==> config.mk <==
export PLATFORM = sky130hd
export DESIGN_NAME = aps_status_bank
export DESIGN_NICKNAME = d
export VERILOG_FILES = /design/src/verilog/aps_input_check.v /design/src/verilog/aps_status_bank.v
export VERILOG_INCLUDE_DIRS = /design/src /design/src/common
export SDC_FILE = /design/constraint.sdc
export NUM_CORES = 1
export LEC_CHECK = 0
export CORE_MARGIN = 10
export CORE_UTILIZATION = 45
export DETAILED_ROUTE_END_ITERATION = 16
export DONT_BUFFER_PORTS = 1
export PLACE_DENSITY_LB_ADDON = 0.15
export SLEW_MARGIN = 5
export SYNTH_ARGS = -nofsm -noshare
export SYNTH_HDL_FRONTEND = slang
export SYNTH_HIERARCHICAL = 1
export SYNTH_SLANG_ARGS = --single-unit
==> constraint.sdc <==
create_clock -name core_clk -period 0.8 [get_ports core_clk]
set_input_delay 0.08 -clock core_clk [delete_from_list [all_inputs] [get_ports core_clk]]
set_output_delay 0.08 -clock core_clk [all_outputs]
set_load 0.02 [all_outputs]
==> src/common/aps_defines.vh <==
// Register offsets, field positions and reset values for the protection status bank.
`ifndef APS_DEFINES_VH
`define APS_DEFINES_VH
`define APS_ADDR_POWER_LIMIT 8'h14
`define APS_ADDR_MISC_STATUS 8'h15
`define APS_POWER_LIMIT_RESET 8'hBD
`define APS_BIT_OUTPUT_SWITCHING 14
`define APS_BIT_REGULATOR_GOOD 13
`define APS_FLD_PHASE_HI 10
`define APS_FLD_PHASE_LO 9
`define APS_BIT_RATIO_BAD2 8
`define APS_BIT_RATE_HIGH2 7
`define APS_BIT_RATE_LOW2 6
`define APS_BIT_RATIO_BAD1 5
`define APS_BIT_RATE_HIGH1 4
`define APS_BIT_RATE_LOW1 3
`define APS_BIT_OC_CLEAR_A 2
`define APS_BIT_OC_CLEAR_B 1
`define APS_BIT_THERMAL_OK 0
`define APS_PHASE_OFF 2'h0
`define APS_PHASE_START1 2'h1
`define APS_PHASE_START2 2'h2
`define APS_PHASE_ON 2'h3
`endif

==> src/verilog/aps_input_check.v <==
// Per-input audio clock check flag register for one serial input.
`timescale 1ns/1ps
`default_nettype none
module aps_input_check
(
    input wire core_clk,
    input wire reset,
    input wire clk_en,
    input wire clock_ratio_bad_in,
    input wire rate_too_high_in,
    input wire rate_too_low_in,
    output reg [2:0] flags_q
);
    // Ordering is {ratio bad, rate too high, rate too low}, matching the field layout.
    always @(posedge core_clk or posedge reset)
    begin
        if (reset)
        begin
            flags_q <= 3'h0;
        end
        else if (clk_en)
        begin
            // A rate cannot be both too high and too low; too high takes precedence.
            flags_q <= {clock_ratio_bad_in, rate_too_high_in, rate_too_low_in & ~rate_too_high_in};
        end
    end
endmodule
`default_nettype wire

==> src/verilog/aps_status_bank.v <==
// Protection status register bank with the power limit level setting.
//
// Overview of operation
// - Eight-bit limit level, read/write, resets to BD
// - Bit 14 high while output stage switches
// - Bit 13 high only when regulator good
// - Bits 10:9 report off, start-up, functional phase
// - Bit 8 flags input-2 clock ratio invalid
// - Bit 7 flags input-2 frame rate too high
// - Bit 6 flags input-2 frame rate too low
// - Bit 5 flags input-1 clock ratio invalid
// - Bit 4 flags input-1 frame rate too high
// - Bit 3 flags input-1 frame rate too low
// - Bit 2 low while positive-pin overcurrent active
// - Bit 1 low while negative-pin overcurrent active
// - Bit 0 low while overtemperature protection active
`timescale 1ns/1ps
`default_nettype none
`include "aps_defines.vh"
module aps_status_bank
(
    input wire core_clk,
    input wire reset,
    input wire clk_en,
    input wire [7:0] reg_addr,
    input wire reg_wr,
    input wire [15:0] reg_wdata,
    input wire reg_rd,
    input wire output_switching,
    input wire regulator_good,
    input wire [1:0] gain_stage_phase,
    input wire [1:0] clock_ratio_bad_flag,
    input wire [1:0] rate_too_high_flag,
    input wire [1:0] rate_too_low_flag,
    input wire overcurrent_a,
    input wire overcurrent_b,
    input wire overtemp,
    output reg [15:0] reg_rdata_q,
    output reg [7:0] power_limit_level_q,
    output reg [15:0] status_q
);
    // ----------------------------------------------------------------
    // Per-input clock checks
    // ----------------------------------------------------------------
    wire [5:0] chk_flags;
    wire [2:0] in1_flags;
    wire [2:0] in2_flags;
    genvar g;

    generate
        for (g = 0; g < 2; g = g + 1)
        begin : gen_check
            aps_input_check u_check
            (
                .core_clk(core_clk),
                .reset(reset),
                .clk_en(clk_en),
                .clock_ratio_bad_in(clock_ratio_bad_flag[g]),
                .rate_too_high_in(rate_too_high_flag[g]),
                .rate_too_low_in(rate_too_low_flag[g]),
                .flags_q(chk_flags[3*g+2:3*g])
            );
        end
    endgenerate

    assign in1_flags = chk_flags[2:0];
    assign in2_flags = chk_flags[5:3];

    // ----------------------------------------------------------------
    // Status word assembly
    // ----------------------------------------------------------------
    reg [15:0] status_d;

    always @*
    begin
        status_d = 16'h0000;
        status_d[`APS_BIT_OUTPUT_SWITCHING] = output_switching;
        status_d[`APS_BIT_REGULATOR_GOOD] = regulator_good;
        status_d[`APS_FLD_PHASE_HI:`APS_FLD_PHASE_LO] = gain_stage_phase;
        status_d[`APS_BIT_RATIO_BAD2] = in2_flags[2];
        status_d[`APS_BIT_RATE_HIGH2] = in2_flags[1];
        status_d[`APS_BIT_RATE_LOW2] = in2_flags[0];
        status_d[`APS_BIT_RATIO_BAD1] = in1_flags[2];
        status_d[`APS_BIT_RATE_HIGH1] = in1_flags[1];
        status_d[`APS_BIT_RATE_LOW1] = in1_flags[0];
        status_d[`APS_BIT_OC_CLEAR_A] = ~overcurrent_a;
        status_d[`APS_BIT_OC_CLEAR_B] = ~overcurrent_b;
        status_d[`APS_BIT_THERMAL_OK] = ~overtemp;
    end

    // ----------------------------------------------------------------
    // Registers and read port
    // ----------------------------------------------------------------
    // The clock flags pass through one extra stage, so in status_q they lag the
    // other bits by one cycle and a read mixes two sampling instants.
    always @(posedge core_clk or posedge reset)
    begin
        if (reset)
        begin
            status_q <= 16'h0000;
            power_limit_level_q <= `APS_POWER_LIMIT_RESET;
            reg_rdata_q <= 16'h0000;
        end
        else if (clk_en)
        begin
            status_q <= status_d;
            // Writes to the status address fall through and change nothing.
            if (reg_wr && reg_addr == `APS_ADDR_POWER_LIMIT)
            begin
                power_limit_level_q <= reg_wdata[7:0];
            end
            if (reg_rd)
            begin
                case (reg_addr)
                    `APS_ADDR_POWER_LIMIT: reg_rdata_q <= {8'h00, power_limit_level_q};
                    `APS_ADDR_MISC_STATUS: reg_rdata_q <= status_q;
                    default: reg_rdata_q <= 16'h0000;
                endcase
            end
        end
    end
endmodule
`default_nettype wire

Word-level counts from Yosys, hierarchy flattened
Cells that the tools add are included.
Storage, ports and cells
  register bits: 43
  output and inout bits: 40
  logic and storage cells: 18
Operators by class
  equal/unequal tests: 2
  multiplexer cells: 1
  bitwise logic cells: 7
  reductions and logical operators: 3
Operators with widths (number)
  $pmux 15 s2: 1
  $eq 8x5->1 const B: 2
  $not 1->1: 5
  $reduce_and 2->1: 2
  $and 1x1->1: 2
  $logic_and 1x1->1: 1

Longest topological paths before layout
  depth in word-level cells: 3
  mapped depth: 5
  gate-level depth less buffers: 3

By module
The synthesis kept the hierarchy.
Modules (own cells, without submodules)
  aps_status_bank: instances 1, cells an instance 100, area each 1427.6 µm², sequential area each 858.3 µm²
  aps_input_check: instances 2, cells an instance 9, area each 115.1 µm², sequential area each 75.1 µm²

Least setup slack after synthesis
Ideal clock, no wire load.
  path type: input to register
  from: in reg_addr[5]
  to: reg power_limit_level_q[1]
  arrival: 1363 ps
  required time: 675 ps
  slack: -688 ps
  cell stages on the path: 3
  buffers on the path: 0
  cell sequence: or4b_4 > nor3_4 > mux2_2
Between the ends
  word-level cells in the longest chain between the ends: 3
RTL lines
  start, declared: RTL line aps_status_bank.v:25  | input wire [7:0] reg_addr,
  $eq 8x5->1
  $logic_and 1x1->1 (no source line)
  $reduce_and 2->1 (no source line)
  end signal, assigned: RTL line aps_status_bank.v:101  | power_limit_level_q <= `APS_POWER_LIMIT_RESET;
  end signal, assigned: RTL line aps_status_bank.v:110  | power_limit_level_q <= reg_wdata[7:0];
  end, declared: RTL line aps_status_bank.v:39  | output reg [7:0] power_limit_level_q,
No other way between the ends.
A chain may end at the register's enable or synchronous reset.

Worst setup path in the final report
Same ends and word-level chain as after synthesis.

==> results.md <==
- Min Hold Slack: -0.114 ns
- Crit path largest cell delay: 0.57 ns
- Max cap viols: 0
- Largest net degree at the start of global routing: 35
- Die area: 0.00651 mm^2
- Hold Crit Depth: 1
- Cell Chain, Critical Path: or4b_4 -> nor3_4 -> buf_12 -> mux2_4
- Leak Pwr: 1.25 nW
- Area of the multi-input gates: 617 um^2
- CTS buffer count: 5
- Count of final setup violators: 61
- Layout cells sized above 1: 56.8%
- Final Max Tran Viols: 0
- Starting Density: 48.2%
- Synthesized flop and latch total: 40
- Worst Path Buf+Inv: 1
- Worst R2R Setup Slack: -0.14 ns
- Clk sinks: 40
- Crit path DAT: 1.34 ns
- Worst reg2reg path startpoint: power_limit_level_q[3]
- Crit Path Category: in -> reg
- Skew-Pair Late Insertion Delay: 0.28 ns
- RSZ-0062 raised after global routing: yes
- Synth cell types: 23
- Cells after Synth: 118
- CTS Buffer Depth: 2
- Critical path required time: 0.97 ns
- Crit start category: input port
- Gp weighted congestion: 0.796
- DP Worst Slack: -0.658 ns
- DRT Pass-1 Iters: 4
- Avg WL per Cell: 19.3 um
- Synth warn: 6
- Crit path capture type: flip-flop
- Max VDD drop: 1.26 mV
- Die X: 80.7 um
- Synth top area cells: dfrtp_1, mux2_2, dfstp_2
- Reg clk slew, reported paths: 0.07 ns
- DRT iter0 DRCs: 54
- Min cycle time layout: 1.17 ns
- Total gr overflow: 0
- PD cells: 1590 mW/mm^2
- Fmax achieved: 855 MHz
- Routed wire length: 4.86 mm
- Core Util, Final: 78.1%
- Worst Hold Class: in -> reg
- Final nets: 247
- Setup ws final: -0.370 ns
- Vias per Instance: 5.17
- CTS root buf: clkbuf_8
- # fillers: 201
- Reg2reg end: reg_rdata_q[3]
- Status: finished with violations
- Post-DRT Antenna Nets: 0
- Routed via count: 1302
- Crit path max-delay cell type: or4b_4
- Failing checks: hold timing, setup timing
- FP Rows: 21
- Min-delay src: clk_en
- Sequential cell area: 0.00102 mm^2
- Area grow syn2layout: 62.2%
- Vias in the first global route: 1497
- Avg Cell Area, Syn: 14.0 um^2
- Reg2Reg Depth: 2
- Setup Skew: 0.00499 ns
- WP depth: 4
- Final Hold Fails: 19
- Area leader, netlist: dfrtp_1
- Core Box Area: 0.00344 mm^2
- # H-tree levels: 2
- Global-route wire length before repair: 7.67 mm
- ANT cells: 0
- Final Cycle Share: 146%
- Top delay family on crit path: simple AND/OR/NAND/NOR gates
- Register area share after synthesis: 60.8%
- WHS Endpoint: status_q[0]
- Die H: 80.7 um
- Total track usage: 15.1%
- Cell area after synthesis: 0.00166 mm^2
- Yosys top cell area share: 51.3%
- Initial antenna violation count: 0
- DP HPWL: 3.21 mm
- Port Buf Inserts: 0
- Max FO, Critical Path: 8
- CTS tree: done
- IO Count: 82
- Drc violations: 0
-- per-layer routing --
metal	global-route usage, %	wire (um)	vias to the layer above
met3	6.24	447	4
met5	0	0	-
li1	-	-	585
met4	3.81	40	0
met1	14.6	1720	659
met2	28.7	2660	54
-- kinds of logic (layout without fill, tap and decap cells) --
logic type      after synthesis  in the layout  synth area share, %
simple gates                 22             22                 9.81
buf+inv                      15             98                 5.06
flops                        40             40                 60.8
compound gates               18             18                 9.13
other cells                   1              6                0.226
mux                          22             22                 14.9
-- how the worst max path moves through the flow --
stage,end,startpoint
floorplan,power_limit_level_q[0],reg_addr[5]
finish,power_limit_level_q[1],reg_addr[5]
CTS,power_limit_level_q[0],reg_addr[5]
global placement,power_limit_level_q[1],reg_addr[5]
detailed placement,power_limit_level_q[0],reg_addr[5]
global route,power_limit_level_q[4],reg_addr[5]
-- power breakdown --
part | internal, W | switching, W | leakage, nW
Sequential | 0.00216 | 0.000101 | 0.486
Clock | 0.000619 | 0.000624 | 0.0395
Combinational | 0.000425 | 0.000334 | 0.727
-- what timing repair did --
| item | in CTS | in global routing |
|---|---|---|
| pin swaps | 0 | 0 |
| endpoints found under the setup margin | 58 | 68 |
| hold buffers | 19 | 1 |
| setup buffers | 15 | 1 |
| endpoints found under the hold margin | 67 | 20 |
| resized for setup | 44 | 7 |
-- registers in the layout, summed over array words and instances (netlist names) --
register / count
gen_check.u_check/flags_q: 6
power_limit_level_q: 8
reg_rdata_q: 13
status_q: 13
-- synth_stat cells (all sizes together) --
library cell,count
clkbuf,1
nand3,1
buf,9
nand2b,1
a21oi,3
inv,5
a22o,5
or4b,2
nor2,3
conb,1
and2,8
nand2,4
mux2,22
o22ai,2
nor4,1
a221o,8
dfstp,6
dfrtp,34
nor3,2
-- layout by cell type, fill, tap and decap left out, drive strengths merged, types with 2 or more instances in the layout --
master       netlist  layout
a21oi              3       3
a221o              8       8
a22o               5       5
and2               8       8
buf                9      65
clkbuf             1       8
conb               1       6
dfrtp             34      34
dfstp              6       6
dlygate4sd3        0      20
inv                5       4
mux2              22      22
nand2              4       4
nor2               3       3
nor3               2       2
o22ai              2       2
or4b               2       2
-- per-stage QoR --
step                      TNS [ns]  instances  cell area, um^2  power [W]
after detailed placement    -12.54        208             2100    0.00281
final                       -11.80        252             2690    0.00426
after CTS                   -11.95        250             2650    0.00429
after floorplan             -12.54        123             1710    0.00262
after global routing        -13.58        252             2690    0.00447
after global placement      -12.43        208             2100    0.00279
-- final cells by class --
class / instances / share of cell area (%)
sequential: 40 / 38.0
timing repair buffer: 85 / 33.1
multi-input combinational: 68 / 22.9
tap: 46 / 2.14
clock buffer: 8 / 2.98
inverter: 5 / 0.838
(Power assumes the default switching activity.)
